--- config.mk ---
export PLATFORM = sky130hd
export DESIGN_NAME = switch_indirect_csr_access
export DESIGN_NICKNAME = d
export VERILOG_FILES = /design/src/rtl/csr_bridge_pkg.sv /design/src/rtl/pause_port_ctrl.sv /design/src/rtl/switch_indirect_csr_access.sv /design/src/rtl/window_map.sv
export SDC_FILE = /design/constraint.sdc
export NUM_CORES = 1
export LEC_CHECK = 0
export ABC_AREA = 1
export BUFFER_PORTS_ARGS = -buffer_cell sky130_fd_sc_hd__buf_4
export CAP_MARGIN = 0
export CORE_ASPECT_RATIO = 1.1
export CORE_MARGIN = 2
export CORE_UTILIZATION = 54
export DETAILED_ROUTE_END_ITERATION = 12
export HOLD_SLACK_MARGIN = 0.08
export PLACE_DENSITY_LB_ADDON = 0.08
export REMOVE_ABC_BUFFERS = 1
export SYNTH_ARGS = -nofsm -noshare
export SYNTH_HDL_FRONTEND = slang
export SYNTH_SLANG_ARGS = --single-unit
--- constraint.sdc ---
create_clock -name sys_clk -period 2.35 [get_ports sys_clk]
set_input_delay 0.235 -clock sys_clk [delete_from_list [all_inputs] [get_ports sys_clk]]
set_output_delay 0.235 -clock sys_clk [all_outputs]
set_load 0.02 [all_outputs]
--- src/rtl/csr_bridge_pkg.sv ---
// Constants, field layouts and types shared by the switch CSR bridge.
// Assumes byte addresses on a 32-bit APB with 12 address bits.
package csr_bridge_pkg;

  // Host byte offsets
  localparam logic [11:0] OFS_PORT1_CFG  = 12'h1A0;
  localparam logic [11:0] OFS_PORT2_CFG  = 12'h1A4;
  localparam logic [11:0] OFS_PORT0_CFG  = 12'h1A8;
  localparam logic [11:0] OFS_VALUE      = 12'h1AC;
  localparam logic [11:0] OFS_COMMAND    = 12'h1B0;
  localparam logic [11:0] OFS_SRC_HIGH   = 12'h1F0;
  localparam logic [11:0] OFS_SRC_LOW    = 12'h1F4;
  localparam logic [11:0] OFS_WIN_FIRST  = 12'h200;
  localparam logic [11:0] OFS_WIN_LAST   = 12'h2F8;

  // Command register fields
  localparam int CMD_PENDING_BIT  = 31;
  localparam int CMD_DIR_BIT      = 30;
  localparam int CMD_STEP_UP_BIT  = 29;
  localparam int CMD_STEP_DN_BIT  = 28;
  localparam int CMD_LANES_LSB    = 16;
  localparam int CMD_LOC_LSB      = 0;

  // Port pause configuration fields
  localparam int PCFG_JAM_BIT     = 6;
  localparam int PCFG_DUPLEX_BIT  = 5;
  localparam int PCFG_RX_ACT_BIT  = 4;
  localparam int PCFG_TX_ACT_BIT  = 3;
  localparam int PCFG_RX_EN_BIT   = 2;
  localparam int PCFG_TX_EN_BIT   = 1;
  localparam int PCFG_MANUAL_BIT  = 0;

  // Values after reset, and the lane mask for window writes
  localparam logic [31:0] RST_VALUE      = 32'h0000_0000;
  localparam logic [15:0] RST_LOC        = 16'h0000;
  localparam logic [3:0]  RST_LANES      = 4'h0;
  localparam logic [3:0]  ALL_LANES      = 4'hF;
  localparam logic [15:0] RST_SRC_HIGH   = 16'h0000;
  localparam logic [31:0] RST_SRC_LOW    = 32'h0000_0000;
  localparam logic [2:0]  RST_JAM        = 3'h0;
  localparam logic [2:0]  RST_RX_EN      = 3'h0;
  localparam logic [2:0]  RST_TX_EN      = 3'h0;
  localparam logic [2:0]  RST_MANUAL     = 3'h0;

  // Direct window mapping: fabric location of the first window word
  localparam logic [15:0] WIN_LOC_BASE   = 16'h0000;

  // Number of switch ports
  localparam int PORT_COUNT = 3;

  // Transfer sequencer states
  typedef enum logic [0:0] {
    ST_IDLE = 1'b0,
    ST_BUSY = 1'b1
  } xfer_state_e;

endpackage

--- src/rtl/pause_port_ctrl.sv ---
// Resolves the pause and backpressure enables in effect for one port.
// Assumes negotiation status and abilities are synchronous to sys_clk.
`timescale 1ns/1ps
`default_nettype none
module pause_port_ctrl (
  input  wire logic sys_clk,
  input  wire logic sys_rst,
  input  wire logic an_enable,
  input  wire logic an_complete,
  input  wire logic half_duplex,
  input  wire logic local_pause,
  input  wire logic local_asym,
  input  wire logic partner_pause,
  input  wire logic partner_asym,
  input  wire logic manual_select,
  input  wire logic pause_rx_enable,
  input  wire logic pause_tx_enable,
  input  wire logic half_duplex_jam_enable,
  output logic      rx_active,
  output logic      tx_active
);

  typedef struct packed {
    logic rx;
    logic tx;
  } pstate_s;

  pstate_s state_reg;
  pstate_s state_next;

  // Pick manual or negotiated enables per duplex
  always_comb begin
    state_next = state_reg;
    if (half_duplex) begin
      state_next.rx = 1'b0;
      state_next.tx = half_duplex_jam_enable;
    end else if (manual_select || !an_enable) begin
      state_next.rx = pause_rx_enable;
      state_next.tx = pause_tx_enable;
    end else if (!an_complete) begin
      state_next.rx = 1'b0;
      state_next.tx = 1'b0;
    end else begin
      state_next.rx = (local_pause && partner_pause) ||
                      (local_pause && local_asym && !partner_pause && partner_asym);
      state_next.tx = (local_pause && partner_pause) ||
                      (!local_pause && local_asym && partner_pause && partner_asym);
    end
    if (sys_rst) begin
      state_next = '0;
    end
  end

  // State register
  always_ff @(posedge sys_clk) begin
    state_reg <= state_next;
  end

  assign rx_active = state_reg.rx;
  assign tx_active = state_reg.tx;

endmodule
`default_nettype wire

--- src/rtl/switch_indirect_csr_access.sv ---
// APB-reached bridge into the switch fabric's indirect registers, plus
// the pause source address and per-port pause configuration registers.
// Assumes the fabric holds fab_ack for one cycle per request.
//
// Overview of operation
// - Command with pending, write direction starts write.
// - Pending clears when fabric write completes.
// - Stepped write: each value write launches write.
// - Stepped write completion clears pending, steps address.
// - Window write loads location, lanes, write, pending.
// - Window spans 200h to 2F8h, maps subset.
// - Command with pending, read direction starts read.
// - Fetched value stored in the same cycle pending clears.
// - Stepped read starts from command with step.
// - Value read in stepped read steps, relaunches.
// - Value at 1ACh, command at 1B0h.
// - Pause source address at 1F0h and 1F4h.
// - Bit 6 enables half-duplex backpressure.
// - Bit 5 shows duplex, 1 is half.
// - Bits 4 and 3 show pause enables.
// - Bit 2 enables pause reception manually.
// - Bit 1 enables pause generation manually.
// - Register reads back enables in effect.
// - Writes never touch advertised pause abilities.
// - Bit 0 selects manual or negotiated control.
//
// Implementation choice: register access over APB.
`timescale 1ns/1ps
`default_nettype none
module switch_indirect_csr_access
  import csr_bridge_pkg::*;
(
  input  wire logic        sys_clk,
  input  wire logic        sys_rst,
  // APB slave
  input  wire logic        psel,
  input  wire logic        penable,
  input  wire logic        pwrite,
  input  wire logic [11:0] paddr,
  input  wire logic [31:0] pwdata,
  output logic      [31:0] prdata,
  output logic             pready,
  output logic             pslverr,
  // Fabric register port
  output logic             fab_req,
  output logic             fab_write,
  output logic      [15:0] fab_addr,
  output logic      [3:0]  fab_lanes,
  output logic      [31:0] fab_wdata,
  input  wire logic        fab_ack,
  input  wire logic [31:0] fab_rdata,
  // Port status, index is port number
  input  wire logic [2:0]  an_enable,
  input  wire logic [2:0]  an_complete,
  input  wire logic [2:0]  present_duplex,
  input  wire logic [2:0]  local_pause,
  input  wire logic [2:0]  local_asym,
  input  wire logic [2:0]  partner_pause,
  input  wire logic [2:0]  partner_asym,
  // Port controls toward the fabric
  output logic      [2:0]  half_duplex_jam_enable,
  output logic      [2:0]  present_pause_rx_state,
  output logic      [2:0]  present_pause_tx_state,
  output logic      [47:0] pause_source_addr
);

  typedef struct packed {
    xfer_state_e xfer;
    logic [31:0] value;
    logic        transfer_pending;
    logic        direction_select;
    logic        address_step_up;
    logic        address_step_down;
    logic [3:0]  lane_enables;
    logic [15:0] target_location;
    logic [15:0] src_high;
    logic [31:0] src_low;
    logic [2:0]  jam_en;
    logic [2:0]  rx_en;
    logic [2:0]  tx_en;
    logic [2:0]  manual;
    logic [31:0] rdata;
    logic        err;
  } state_s;

  state_s      state_reg;
  state_s      state_next;
  logic [15:0] window_loc;
  logic [2:0]  rx_active;
  logic [2:0]  tx_active;
  logic        setup_phase;
  logic        access_phase;
  logic        in_window;
  logic        stepping;
  logic [31:0] read_mux;
  logic        mapped;
  logic [1:0]  port_sel;
  logic        is_port_cfg;

  // Window offset to fabric location
  window_map u_window_map (
    .host_offset (paddr),
    .fabric_loc  (window_loc)
  );

  // Per-port pause resolution
  genvar gp;
  generate
    for (gp = 0; gp < PORT_COUNT; gp++) begin : g_port
      pause_port_ctrl u_port (
        .sys_clk                (sys_clk),
        .sys_rst                (sys_rst),
        .an_enable              (an_enable[gp]),
        .an_complete            (an_complete[gp]),
        .half_duplex            (present_duplex[gp]),
        .local_pause            (local_pause[gp]),
        .local_asym             (local_asym[gp]),
        .partner_pause          (partner_pause[gp]),
        .partner_asym           (partner_asym[gp]),
        .manual_select          (state_reg.manual[gp]),
        .pause_rx_enable        (state_reg.rx_en[gp]),
        .pause_tx_enable        (state_reg.tx_en[gp]),
        .half_duplex_jam_enable (state_reg.jam_en[gp]),
        .rx_active              (rx_active[gp]),
        .tx_active              (tx_active[gp])
      );
    end
  endgenerate

  // Bus phases and decode
  assign setup_phase  = psel && !penable;
  assign access_phase = psel && penable;
  assign in_window    = (paddr >= OFS_WIN_FIRST) && (paddr <= OFS_WIN_LAST)
                        && (paddr[1:0] == 2'b00);
  assign stepping     = state_reg.address_step_up || state_reg.address_step_down;

  // Port index and read data selection
  always_comb begin
    read_mux    = 32'h0000_0000;
    mapped      = 1'b1;
    port_sel    = 2'h0;
    is_port_cfg = 1'b0;
    case (paddr)
      OFS_PORT1_CFG: begin
        port_sel    = 2'h1;
        is_port_cfg = 1'b1;
      end
      OFS_PORT2_CFG: begin
        port_sel    = 2'h2;
        is_port_cfg = 1'b1;
      end
      OFS_PORT0_CFG: begin
        port_sel    = 2'h0;
        is_port_cfg = 1'b1;
      end
      OFS_VALUE: begin
        read_mux = state_reg.value;
      end
      OFS_COMMAND: begin
        read_mux[CMD_PENDING_BIT]                  = state_reg.transfer_pending;
        read_mux[CMD_DIR_BIT]                      = state_reg.direction_select;
        read_mux[CMD_STEP_UP_BIT]                  = state_reg.address_step_up;
        read_mux[CMD_STEP_DN_BIT]                  = state_reg.address_step_down;
        read_mux[CMD_LANES_LSB +: 4]               = state_reg.lane_enables;
        read_mux[CMD_LOC_LSB +: 16]                = state_reg.target_location;
      end
      OFS_SRC_HIGH: begin
        read_mux[15:0] = state_reg.src_high;
      end
      OFS_SRC_LOW: begin
        read_mux = state_reg.src_low;
      end
      default: begin
        mapped = in_window;
      end
    endcase
    if (is_port_cfg) begin
      read_mux[PCFG_JAM_BIT]    = state_reg.jam_en[port_sel];
      read_mux[PCFG_DUPLEX_BIT] = present_duplex[port_sel];
      read_mux[PCFG_RX_ACT_BIT] = rx_active[port_sel];
      read_mux[PCFG_TX_ACT_BIT] = tx_active[port_sel];
      read_mux[PCFG_RX_EN_BIT]  = state_reg.rx_en[port_sel];
      read_mux[PCFG_TX_EN_BIT]  = state_reg.tx_en[port_sel];
      read_mux[PCFG_MANUAL_BIT] = state_reg.manual[port_sel];
    end
  end

  // Register updates, transfer launch and completion
  always_comb begin
    state_next = state_reg;

    // Capture read data and error in the setup phase
    if (setup_phase) begin
      state_next.rdata = pwrite ? 32'h0000_0000 : read_mux;
      state_next.err   = !mapped;
    end

    // Completion from the fabric
    if (state_reg.xfer == ST_BUSY && fab_ack) begin
      state_next.xfer             = ST_IDLE;
      state_next.transfer_pending = 1'b0;
      if (state_reg.direction_select) begin
        state_next.value = fab_rdata;
      end else if (state_reg.address_step_up) begin
        state_next.target_location = state_reg.target_location + 16'h0001;
      end else if (state_reg.address_step_down) begin
        state_next.target_location = state_reg.target_location - 16'h0001;
      end
    end

    // Host accesses take effect at the access edge
    if (access_phase && pwrite && mapped) begin
      if (is_port_cfg) begin
        state_next.jam_en[port_sel] = pwdata[PCFG_JAM_BIT];
        state_next.rx_en[port_sel]  = pwdata[PCFG_RX_EN_BIT];
        state_next.tx_en[port_sel]  = pwdata[PCFG_TX_EN_BIT];
        state_next.manual[port_sel] = pwdata[PCFG_MANUAL_BIT];
      end else if (paddr == OFS_SRC_HIGH) begin
        state_next.src_high = pwdata[15:0];
      end else if (paddr == OFS_SRC_LOW) begin
        state_next.src_low = pwdata;
      end else if (!state_reg.transfer_pending) begin
        // Writes to the indirect path are ignored while a transfer runs
        if (paddr == OFS_COMMAND) begin
          state_next.direction_select  = pwdata[CMD_DIR_BIT];
          state_next.address_step_up   = pwdata[CMD_STEP_UP_BIT];
          state_next.address_step_down = pwdata[CMD_STEP_DN_BIT];
          state_next.lane_enables      = pwdata[CMD_LANES_LSB +: 4];
          state_next.target_location   = pwdata[CMD_LOC_LSB +: 16];
          if (pwdata[CMD_PENDING_BIT]) begin
            state_next.transfer_pending = 1'b1;
            state_next.xfer             = ST_BUSY;
          end
        end else if (paddr == OFS_VALUE) begin
          state_next.value = pwdata;
          if (stepping && !state_reg.direction_select) begin
            state_next.transfer_pending = 1'b1;
            state_next.xfer             = ST_BUSY;
          end
        end else if (in_window) begin
          state_next.value            = pwdata;
          state_next.target_location  = window_loc;
          state_next.lane_enables     = ALL_LANES;
          state_next.direction_select = 1'b0;
          state_next.transfer_pending = 1'b1;
          state_next.xfer             = ST_BUSY;
        end
      end
    end

    // Stepped read: a value read steps the address and relaunches
    if (access_phase && !pwrite && paddr == OFS_VALUE && !state_reg.transfer_pending
        && state_reg.direction_select && stepping) begin
      if (state_reg.address_step_up) begin
        state_next.target_location = state_reg.target_location + 16'h0001;
      end else begin
        state_next.target_location = state_reg.target_location - 16'h0001;
      end
      state_next.transfer_pending = 1'b1;
      state_next.xfer             = ST_BUSY;
    end

    // Synchronous reset
    if (sys_rst) begin
      state_next                   = '0;
      state_next.xfer              = ST_IDLE;
      state_next.value             = RST_VALUE;
      state_next.lane_enables      = RST_LANES;
      state_next.target_location   = RST_LOC;
      state_next.src_high          = RST_SRC_HIGH;
      state_next.src_low           = RST_SRC_LOW;
      state_next.jam_en            = RST_JAM;
      state_next.rx_en             = RST_RX_EN;
      state_next.tx_en             = RST_TX_EN;
      state_next.manual            = RST_MANUAL;
    end
  end

  // State register
  always_ff @(posedge sys_clk) begin
    state_reg <= state_next;
  end

  // Bus answers: one access cycle, data registered in setup
  assign pready  = access_phase;
  assign prdata  = state_reg.rdata;
  assign pslverr = access_phase && state_reg.err;

  // Fabric request held from registers until acknowledged
  assign fab_req   = (state_reg.xfer == ST_BUSY);
  assign fab_write = !state_reg.direction_select;
  assign fab_addr  = state_reg.target_location;
  assign fab_lanes = state_reg.lane_enables;
  assign fab_wdata = state_reg.value;

  // Port control outputs
  assign half_duplex_jam_enable = state_reg.jam_en;
  assign present_pause_rx_state = rx_active;
  assign present_pause_tx_state = tx_active;
  assign pause_source_addr      = {state_reg.src_high, state_reg.src_low};

endmodule
`default_nettype wire

--- src/rtl/window_map.sv ---
// Maps a direct-window host offset to a fabric register location.
// Assumes the caller has already checked the offset lies in the window.
`timescale 1ns/1ps
`default_nettype none
module window_map
  import csr_bridge_pkg::*;
(
  input  wire logic [11:0] host_offset,
  output logic      [15:0] fabric_loc
);

  logic [5:0] word_index;

  // Word index inside the window, offset onto the mapped fabric range
  always_comb begin
    word_index = 6'((host_offset - OFS_WIN_FIRST) >> 2);
    fabric_loc = WIN_LOC_BASE + {10'h000, word_index};
  end

endmodule
`default_nettype wire

* Word-level counts from Yosys, hierarchy flattened
Index checks and enable logic that the tools add are counted.
Operators by class: multiplexer cells 71, equal/unequal tests 8, bitwise logic cells 4, magnitude comparators 4, reductions and logical operators 72, add/sub/neg operators 3
Operator list (count):
- two-way mux 57 bit | 3
- two-way mux 32 bit | 5
- two-way mux 117 bit | 1
- two-way mux 16 bit | 7
- two-way mux 105 bit | 1
- == test 12 x 9 -> 1 bit (second input constant) | 7
- two-way mux 34 bit | 2
- one-hot mux 16 bit (4 select lines) | 1
- two-way mux 20 bit | 3
- logical AND 1 bit | 36
- two-way mux 35 bit | 1
- one-hot mux 4 bit (3 select lines) | 2
- two-way mux 1 bit | 21
- adder 16 x 1 -> 16 bit (second input constant) | 1
- two-way mux 2 bit | 8
- one-hot mux 8 bit (2 select lines) | 1
- subtractor 16 x 1 -> 16 bit (second input constant) | 1
- binary-select mux 1 bit (select 2 bit) | 7
- logical NOT 1 bit | 14
- bitwise mux 3 bit | 4
- greater-or-equal comparator 12 x 10 -> 1 bit (second input constant) | 1
- <= comparator 12 x 10 -> 1 bit (second input constant) | 1
- two-way mux 12 bit | 1
- logical OR 1 bit | 10
- other kinds (18) | 23
Word-level totals: register bits 156, word-level logic and storage cells 184, bits of input ports 103, output and inout bits 145

* Depth between registers and ports, before layout
Gate-level depths: netlist (run 1).
depth after elaboration 14, mapped depth 16, gate-level depth less buffers 15

* Cells and area by module
A second synthesis (run 1) with hierarchy kept.
Unflattened totals: cell total of the unflattened synthesis 1518, area total of the unflattened synthesis 9771.9 sq um
Modules (own cells, without submodules):
- switch_indirect_csr_access | sequential area each 3002.9 sq um, area an instance 9246.4 sq um, instances 1, cells each 1435
- pause_port_ctrl | sequential area each 40.0 sq um, area an instance 133.9 sq um, instances 3, cells each 22
- window_map | sequential area each 0.0 sq um, area an instance 123.9 sq um, instances 1, cells each 17

* Worst setup path before layout (run 1)
Ideal clock, no wire load.
path type input-to-reg, start point input port paddr[10], end point register state_reg, in the netlist fab_addr[7], path buffers 1, library setup time 0.109 ns, arrival 1.574 ns, data required time 2.241 ns, cell stages on the path 13, slack 0.667 ns, cells stage by stage inv_1 > nand2_1 > nor2_8 > nand3_2 > nand4_1 > nand3_1 > nor2_4 > nand2_2 > buf_6 > nand2_1 > nand3_1 > nand2_1 > inv_1
Between the ends: longest elaborated chain between the ends 12, elaborated cells on any way between the ends 29, those cells by class order compare (2); eq/ne (7); mux (11); reduce/logical (9)
RTL lines:
- start: declaration | line switch_indirect_csr_access.sv:39 | input wire logic [11:0] paddr,
- greater-or-equal comparator 12 x 10 -> 1 bit / <= comparator 12 x 10 -> 1 bit (equally long branches) | line switch_indirect_csr_access.sv:133 | assign in_window = (paddr >= OFS_WIN_FIRST) && (paddr <= OFS_WIN_LAST)
- logical AND 1 bit | line switch_indirect_csr_access.sv:133
- logical AND 1 bit | line switch_indirect_csr_access.sv:134 | && (paddr[1:0] == 2'b00);
- two-way mux 20 bit | line switch_indirect_csr_access.sv:240 | end else if (in_window) begin
- two-way mux 20 bit | line switch_indirect_csr_access.sv:234 | end else if (paddr == OFS_VALUE) begin
- two-way mux 20 bit | line switch_indirect_csr_access.sv:224 | if (paddr == OFS_COMMAND) begin
- two-way mux 57 bit | line switch_indirect_csr_access.sv:222 | end else if (!state_reg.transfer_pending) begin
- two-way mux 57 bit | line switch_indirect_csr_access.sv:220 | end else if (paddr == OFS_SRC_LOW) begin
- two-way mux 57 bit | line switch_indirect_csr_access.sv:218 | end else if (paddr == OFS_SRC_HIGH) begin
- two-way mux 105 bit | line switch_indirect_csr_access.sv:213 | if (is_port_cfg) begin
- two-way mux 117 bit | line switch_indirect_csr_access.sv:212 | if (access_phase && pwrite && mapped) begin
- two-way mux 16 bit * | line switch_indirect_csr_access.sv:252 | if (access_phase && !pwrite && paddr == OFS_VALUE && !state_reg.transfer_pending
- end signal: assignment | line switch_indirect_csr_access.sv:281 | state_reg <= state_next;
- end: declaration | line switch_indirect_csr_access.sv:86 | state_s state_reg;
Every way passes the cells marked *; elsewhere a longest branch is shown, timed or not. The select of a mux whose other input is x is not followed. A chain may end at the register's enable or synchronous reset.

* Worst setup path after layout (run 1)
start point register state_reg, in the netlist fab_addr[0], end point register state_reg, in the netlist fab_addr[14]
Between the ends: longest elaborated chain between the ends 14, elaborated cells on any way between the ends 16, those cells by class add/sub (2); mux (14)
RTL lines:
- subtractor 16 x 1 -> 16 bit | line switch_indirect_csr_access.sv:207, switch_indirect_csr_access.sv:257
- two-way mux 16 bit | line switch_indirect_csr_access.sv:206 | end else if (state_reg.address_step_down) begin
- two-way mux 16 bit | line switch_indirect_csr_access.sv:204 | end else if (state_reg.address_step_up) begin
- two-way mux 16 bit | line switch_indirect_csr_access.sv:202 | if (state_reg.direction_select) begin
- two-way mux 16 bit | line switch_indirect_csr_access.sv:199 | if (state_reg.xfer == ST_BUSY && fab_ack) begin
- two-way mux 20 bit | line switch_indirect_csr_access.sv:240
- two-way mux 20 bit | line switch_indirect_csr_access.sv:234
- two-way mux 20 bit | line switch_indirect_csr_access.sv:224
- two-way mux 57 bit | line switch_indirect_csr_access.sv:222
- two-way mux 57 bit | line switch_indirect_csr_access.sv:220
- two-way mux 57 bit | line switch_indirect_csr_access.sv:218
- two-way mux 105 bit | line switch_indirect_csr_access.sv:213
- two-way mux 117 bit | line switch_indirect_csr_access.sv:212
- two-way mux 16 bit * | line switch_indirect_csr_access.sv:252
Marked as above.

==> results of run 1 <==
[routing by layer]
layer  vias up  part of all wire [%]  GRT usage, %
met3        63                   7.9         6.949
met1      4757                    42         43.30
met2       469                    47         56.57
li1       4835                     -             -
met5         -                     0             0
met4         0                   2.5         11.10
[final timing paths]
| kind | startpoint | endpoint | depth (start not counted) |
|---|---|---|---|
| setup reg to reg | fab_addr[0] | fab_addr[14] | 14 |
| hold reg to reg | register | register | 2 |
| hold / removal | pwdata[1] | fab_wdata[1] | 3 |
| setup / recovery | fab_addr[0] | fab_addr[14] | 14 |
[cell type report]
cell class | count | share of cell area, %
clock buffer | 17 | 3.618
sequential | 156 | 26.56
inverter | 146 | 4.661
timing repair buffer | 326 | 21.81
tap | 238 | 2.532
clock inverter | 15 | 1.681
multi-input combinational | 924 | 39.14
[cells in the final DEF (no fill, tap or decap), types with 14 or more instances in the layout]
cell type / instances
dfxtp_1: 156
nand2_1: 277
nor3_1: 33
o21ai_0: 124
dlygate4sd3_1: 32
nand3_1: 75
mux2_2: 24
clkbuf_16: 17
a21oi_1: 109
inv_1: 134
nor2_1: 161
o221ai_1: 14
o21ai_1: 14
buf_4: 291
[cells in the mapped netlist, drive strengths merged]
cell type  count  area share, %
nand3         80            4.4
a21boi         1           0.12
a2111oi        3           0.27
buf          165             12
ha             2           0.26
clkinv         3           0.12
o21bai         2           0.16
dfxtp        156             32
clkbuf        40            1.6
a211oi         1          0.078
nand3b         3           0.23
mux2          24            2.8
o21ai        138            7.2
nand2        284             11
nor4           1          0.065
a31oi          1          0.065
xor2           7           0.64
a221oi         3           0.27
nor3          33            1.7
a22o           8           0.73
inv          143            5.6
o21a           1          0.078
or2            1          0.065
o221ai        14            1.3
xnor2          1          0.091
o22ai          6           0.39
o211ai         6           0.61
o2111ai       13            1.2
a21oi        109            5.7
nand4          8           0.59
o31ai          1          0.078
nor2         173            7.4
[critical path, stage by stage, from the launching register on]
cell and delay [ps]:
dfxtp_1 440, ha_1 200, nand2_1 70, nor2_1 280, nand2_1 140, nor2_1 200, nand4_1 110, nand3_1 130
nand2_1 60, nand2_1 50, nand2_1 50, nand2_1 60, nand3_1 80, nand2_1 60, inv_1 30
[cells by family after synthesis]
| family | synth area share (%) |
|---|---|
| buffers and inverters | 19.75 |
| adders and majority gates | 0.2603 |
| and+or+nand+nor | 25.79 |
| xor gates and xnor gates | 0.7290 |
| muxes | 2.812 |
| AOI/OAI and AO/OA | 18.17 |
| DFF | 32.49 |
[timing repair]
action | in CTS | in global routing
endpoints found under the hold margin | 62 | 0
hold buffers | 32 | 0
setup endpoints to repair | 0 | 0
[per-stage QoR]
step                      power (mW)  std cells  instance area, um2
after floorplan                2.823       1226                8262
after global placement         3.072       1758               10820
after detailed placement       3.072       1758               10820
after CTS                      5.978       1822               11760
after global routing           6.129       1822               11760
final                          5.965       1822               11760
[where the power goes]
| part | internal, mW | total, mW | switching [mW] |
|---|---|---|---|
| combinational | 0.194 | 0.411 | 0.216 |
| clock | 1.55 | 2.90 | 1.36 |
| sequential | 2.65 | 2.65 | 0.00313 |
==> flow_summary_export.csv, run 1 <==
group,metric,value,unit
layout,multi_input_area,4602,um2
run_status,status,"completed",
placement,gpl.final_weighted_congestion,0.9715,
layout,antenna_cells,0,
global_routing,antenna_found_initial,0,
run,maxCapViolations,0,
timing,max_slew_margin,46.65,%
placement,io_buffer_count,247,
floorplan,fp-row-count,51,
timing,final.setup_skew,10.57,ps
timing,finalHoldViolCount,0,
logic_synthesis,synth_area,9612,um2
cts,cts-root-buf,"clkbuf_16",
route,vias_per_cell,5.557,
layout,nets,1676,
placement,pre_cts_slack,109.4,ps
cts,cts_tree,"yes",
timing,fin_ws,282.2,ps
worst_setup_path,cp_max_fo,5,
route,drt-total-wl,32560,um
worst_setup_path,crit_arrival,2400,ps
min_path,hold_path_class,"input port to register",
floorplan,die_x,131.2,um
cts,cts.sink_count,156,
cts,path_clk_slew,70,ps
timing,setup_viol,0,
logic_synthesis,synthCells,1431,
global_routing,grt_pass1_wl,50340,um
logic_synthesis,synth_warnings,0,
cts,cts-resized-gates,0,
worst_setup_path,ff2ff_setup_slack,280,ps
timing,max_freq,0.4836,GHz
floorplan,initial_utilization,54.77,%
floorplan,die_y,143.9,um
global_routing,grt_pass1_vias,9477,
layout,final_util,67.01,%
route,first_pass_iters,6,
cts,insertion_delay,430,ps
timing,holdWs,123.7,ps
power_and_ir_drop,cellPowerDensity,507.2,nW/um2
floorplan,pin_count,248,
layout,fill_cells,1580,
global_routing,gr-total-overflow,0,
route,drcViolationCount,0,
logic_synthesis,avgSynthCellArea,6.717,um2
layout,largest_register_ffs,48,
power_and_ir_drop,irDropWorstVdd,0.5160,mV
logic_synthesis,synth_seq_area_share,32.49,%
timing,worst_pin_slew,799.1,ps
timing,slew_violations,0,
global_routing,grt_max_degree,36,
layout,seqCellArea,3123,um2
route,drt_iter0_markers,841,
timing,period_needed,2068,ps
placement,post-dp-hpwl,23100,um
worst_setup_path,path_class,"register to register",
route,drtAntennaViolNets,0,
logic_synthesis,synth-seq-cells,156,
floorplan,core,17550,um2
timing,fin_crit_sh,87.99,%
worst_setup_path,startpoint_type,"register",
route,via_count,10120,
worst_setup_path,critPathCaptureType,"register",
layout,area_delta_synth_final,22.34,%
cts,cts_setup_buffers,0,
timing,rsz0062_at_grt,"no",
route,avgRoutedWirePerCell,17.87,um
power_and_ir_drop,leakagePower,5.561,nW
timing,fin_setup_tns,0,ps
logic_synthesis,yosysUniqueCellTypes,44,
floorplan,die_area,18880,um2
cts,cts-buffers-inserted,17,
cts,clock_path_buffers,2,
worst_setup_path,cp.required,2680,ps
global_routing,track_usage,33.59,%
layout,layout-drive-gt1-share,24.49,%
cts,htreeDepth,4,
Power figures use the tool's default switching activity.
==> inputs of run 2 (changes only) <==
Settings changed: BUFFER_PORTS_ARGS -buffer_cell sky130_fd_sc_hd__buf_4 to -buffer_cell sky130_fd_sc_hd__buf_2, PLACE_DENSITY set to 0.82, PLACE_DENSITY_LB_ADDON 0.08 to unset.
==> flow_summary_export.csv, run 2 (synthesis gave the netlist of run 1 again) <==
group,metric,value,unit
power_and_ir_drop,irDropWorstVdd,0.3835,mV
worst_setup_path,crit_arrival,2340,ps
placement,dp_cells,1751,
timing,final.setup_skew,12.92,ps
route,drt-met1-wl,12600,um
route,first_pass_iters,5,
floorplan,fp-row-count,51,
route,met2_length,14210,um
route,top_layer_used,"met4",
floorplan,die_area,18880,um2
worst_setup_path,r2r-start,"fab_addr[0]",
cts,htreeDepth,4,
cts,cts_setup_buffers,0,
route,drt-total-wl,30780,um
min_path,hold_start,"pwdata[4]",
worst_setup_path,worstSetupStartpoint,"fab_addr[0]",
global_routing,track_usage,31.73,%
timing,setup_viol,0,
global_routing,grt_max_degree,84,
route,drt_iter0_markers,955,
floorplan,initial_utilization,54.77,%
cts,cts_tree,"yes",
cts,clock_path_buffers,2,
floorplan,die_x,131.2,um
floorplan,pin_count,248,
cts,cts-root-buf,"clkbuf_16",
route,vias_per_cell,5.574,
min_path,hold_path_class,"input port to register",
floorplan,die_y,143.9,um
layout,largest_register_ffs,48,
placement,io_buffer_count,247,
route,wl_met3,2858,um
layout,fill_cells,1647,
timing,finalHoldViolCount,0,
timing,fin_crit_sh,85.48,%
global_routing,antenna_found_initial,0,
route,drcViolationCount,0,
worst_setup_path,cp.required,2680,ps
layout,nets,1653,
run,maxCapViolations,0,
timing,slew_violations,0,
floorplan,core,17550,um2
layout,layout_common_cells,"277 x nand2_1, 247 x buf_2, 161 x nor2_1",
worst_setup_path,startpoint_type,"register",
worst_setup_path,cp_max_fo,6,
placement,gpl.final_weighted_congestion,0.9957,
power_and_ir_drop,finalPower,5.654,mW
layout,area_delta_synth_final,13.38,%
power_and_ir_drop,leakagePower,5.354,nW
global_routing,gr-total-overflow,0,
run_status,status,"completed",
power_and_ir_drop,cellPowerDensity,518.8,nW/um2
cts,cts.sink_count,156,
route,via_count,10030,
timing,rsz0062_at_grt,"no",
global_routing,grt_pass1_wl,48340,um
layout,final_cells,1800,
timing,max_slew_margin,52.26,%
route,drtAntennaViolNets,0,
cts,cts-buffers-inserted,17,
placement,post-dp-hpwl,22440,um
route,avgRoutedWirePerCell,17.10,um
worst_setup_path,critPathCaptureType,"register",
layout,layout-drive-gt1-share,24.34,%
timing,period_needed,2009,ps
global_routing,grt_pass1_vias,9658,
layout,final_common_cell,"nand2_1",
timing,max_freq,0.4978,GHz
cts,path_clk_slew,70,ps
timing,worst_pin_slew,713.4,ps
cts,insertion_delay,420,ps
worst_setup_path,path_class,"register to register",
run 2: cell types whose count changed in the layout (fill, tap and decap cells not counted), sizes merged:
cell / change
dlygate4sd3: -16
buf: -7
clkinvlp: +5
clkinv: -3
inv: -3
clkbuf: +1
diode: +1
run 2: path summary, 6_finish.rpt:
path	endpoint	slack [ps]	cells past startpoint
max	fab_addr[10]	340	15
min	fab_wdata[4]	80	3
max reg2reg	fab_addr[10]	340	15
min reg2reg	prdata[22]	460	2
run 2: through the flow:
stage | area [um2] | utilization (%) | setup WS, ps | hold slack (ps) | setup TNS, ps
final | 10900 | 62.10 | 341.2 | 84.96 | 0
after global placement | 10170 | 57.95 | 195.6 | 449.7 | 0
after detailed placement | 10170 | 57.95 | 123.3 | 453.5 | 0
after global routing | 10900 | 62.09 | 32.68 | 98.68 | 0
after CTS | 10900 | 62.09 | 337.3 | 83.49 | 0
after floorplan | 8262 | - | -149.3 | 304.1 | -6064
run 2: layout make-up:
cell class	count	area, um2	area share, %
clock buffer	18	429.2	3.938
sequential	156	3123	28.66
clock inverter	14	136.4	1.251
antenna	1	2.502	0.02296
inverter	146	548.0	5.029
multi-input combinational	924	4602	42.23
tap	238	297.8	2.732
timing repair buffer	303	1759	16.14
run 2: routing by layer:
layer | GRT usage [%] | vias to the layer above
met2 | 51.86 | 546
met1 | 40.15 | 4617
met5 | 0 | -
li1 | - | 4781
met3 | 7.549 | 90
met4 | 14.13 | 0
run 2: critical path, cell delays in order, from the launching register on:
cell	delay, ps
dfxtp_1	360
inv_1	190
ha_1	200
nand2_1	100
nor2_1	260
inv_1	100
o21ai_0	150
nand2_1	120
nand2_1	70
nand2_1	50
nand2_1	60
nand2_1	50
nand2_1	60
nand3_1	80
nand2_1	60
inv_1	30
run 2: repair_timing:
item                      CTS  global route
gates resized for setup     0             0
hold buffers               16             0
hold endpoints to repair   24             0
run 2: report_power, final:
group          total, mW  internal, mW  switching, mW
sequential          2.65          2.65        0.00266
combinational      0.333         0.126          0.207
clock               2.67          1.48           1.19
==> inputs of run 3 (changes only) <==
Settings changed: PLACE_DENSITY 0.82 to 0.81.
==> flow_summary_export.csv, run 3 (synthesis gave the netlist of run 1 again) <==
group,metric,value,unit
layout,seqCellArea,3123,um2
timing,setup_viol,0,
worst_setup_path,cp.required,2690,ps
floorplan,initial_utilization,54.77,%
route,first_pass_iters,8,
worst_setup_path,startpoint_type,"register",
global_routing,gr-total-overflow,0,
global_routing,antenna_found_initial,1,
timing,max_slew_margin,49.15,%
layout,final_common_cell,"nand2_1",
timing,slew_violations,0,
cts,cts_setup_buffers,0,
timing,fin_crit_sh,84.23,%
cts,clock_path_buffers,2,
floorplan,die_x,131.2,um
worst_setup_path,rr_worst_depth,15,
global_routing,grt_max_degree,76,
worst_setup_path,worst_path_max_delay_cell,"dfxtp_1",
layout,design_area,10950,um2
timing,fin_ws,370.6,ps
cts,cts-resized-gates,0,
layout,multi_input_area,4602,um2
run_status,status,"completed",
cts,insertion_delay,440,ps
route,via_count,10010,
floorplan,fp-row-count,51,
layout,fill_cells,1561,
route,top_layer_used,"met4",
floorplan,die_area,18880,um2
timing,finalHoldViolCount,0,
power_and_ir_drop,cellPowerDensity,526.3,nW/um2
power_and_ir_drop,irDropWorstVdd,0.4972,mV
global_routing,grt_pass1_vias,9253,
worst_setup_path,path_class,"register to register",
cts,cts.sink_count,156,
placement,gpl.final_weighted_congestion,1.013,
route,drt-met1-wl,12680,um
power_and_ir_drop,leakagePower,5.378,nW
timing,holdWs,91.38,ps
route,drcViolationCount,0,
min_path,hold_path_class,"input port to register",
layout,area_delta_synth_final,13.92,%
route,avgRoutedWirePerCell,16.99,um
worst_setup_path,crit_arrival,2320,ps
layout,layout-drive-gt1-share,24.06,%
worst_setup_path,r2r-start,"fab_addr[0]",
route,met2_length,14210,um
worst_setup_path,cpMostUsedCell,"nand2_1",
worst_setup_path,r2r-end,"fab_addr[10]",
worst_setup_path,critPathCapture,"fab_addr[10]",
cts,cts_tree,"yes",
cts,cts-buffers-inserted,17,
floorplan,pin_count,248,
placement,post-dp-hpwl,22070,um
cts,htreeDepth,4,
floorplan,die_y,143.9,um
timing,period_needed,1979,ps
run,maxCapViolations,0,
global_routing,track_usage,31.50,%
global_routing,grt_pass1_wl,47240,um
timing,rsz0062_at_grt,"no",
timing,worst_pin_slew,761.7,ps
layout,nets,1655,
worst_setup_path,ff2ff_setup_slack,370,ps
layout,layout_common_cells,"277 x nand2_1, 247 x buf_2, 161 x nor2_1",
placement,dpl_cell_area,10130,um2
route,wl_met3,2737,um
timing,max_freq,0.5052,GHz
cts,cts-root-buf,"clkbuf_16",
layout,largest_register_ffs,48,
floorplan,core,17550,um2
cts,path_clk_slew,70,ps
route,drt-total-wl,30620,um
timing,final.setup_skew,9.620,ps
route,drtAntennaViolNets,0,
min_path,whs_path_depth,3,
worst_setup_path,critical_path.max_stage_delay,360,ps
route,drt_iter0_markers,924,
worst_setup_path,crit_chain,"inv_1, ha_1, nand2_1, nor2_1, inv_1, o21ai_0, nand2_1, nand2_1, nand2_1, nand2_1, nand2_1, nand2_1, nand3_1, nand2_1, inv_1",
worst_setup_path,critPathCaptureType,"register",
worst_setup_path,cp_max_fo,6,
worst_setup_path,worstSetupStartpoint,"fab_addr[0]",
route,vias_per_cell,5.555,
placement,pre_cts_slack,149.7,ps
placement,io_buffer_count,247,
run 3: worst min path at each step:
stage,from,end
floorplan,sys_rst,fab_req
global placement,prdata[6],prdata[6]
detailed placement,prdata[12],prdata[12]
CTS,pwdata[30],fab_wdata[30]
global route,pwdata[15],fab_wdata[15]
finish,pwdata[30],fab_wdata[30]
run 3: where the power goes:
part	total, mW	leakage (nW)	switching [mW]	internal [mW]
clock network	2.77	0.282	1.27	1.50
logic	0.341	3.84	0.207	0.134
registers	2.65	1.26	0.00294	2.65
total	5.76	5.38	1.48	4.28
run 3: timing repair:
action                                  4_1_cts  5_1_grt
hold endpoints to repair                     38        0
endpoints found under the setup margin        0        0
hold buffers                                 23        0
run 3: layout make-up:
class	count	area share (%)
Antenna cell	1	0.02285
Tap cell	238	2.720
Clock inverter	15	1.451
Inverter	146	5.005
Multi-Input combinational cell	924	42.03
Sequential cell	156	28.52
Timing Repair Buffer	305	16.36
Clock buffer	17	3.885
run 3: layer usage:
| metal | vias to the layer above | track usage [%] |
|---|---|---|
| li1 | 4779 | - |
| met1 | 4652 | 40.14 |
| met3 | 68 | 6.279 |
| met5 | - | 0 |
| met4 | 0 | 14.42 |
| met2 | 511 | 51.88 |
run 3: stage by stage:
step / instances / util [%] / TNS, ps / power (mW)
floorplan: 1226 / - / -6064 / 2.823
global placement: 1746 / 57.74 / 0 / 3.013
detailed placement: 1746 / 57.74 / 0 / 3.015
CTS: 1801 / 62.38 / 0 / 5.760
global route: 1802 / 62.40 / 0 / 5.903
finish: 1802 / 62.40 / 0 / 5.763
run 3: critical path, delay by kind of cell, from the launching register on:
family                   cells  cell delay (ps)
AO/OA/AOI/OAI                1              160
adder cells (fa/ha/maj)      1              210
buffers and inverters        3              320
flip-flops                   1              360
AND/OR/NAND/NOR             10              860
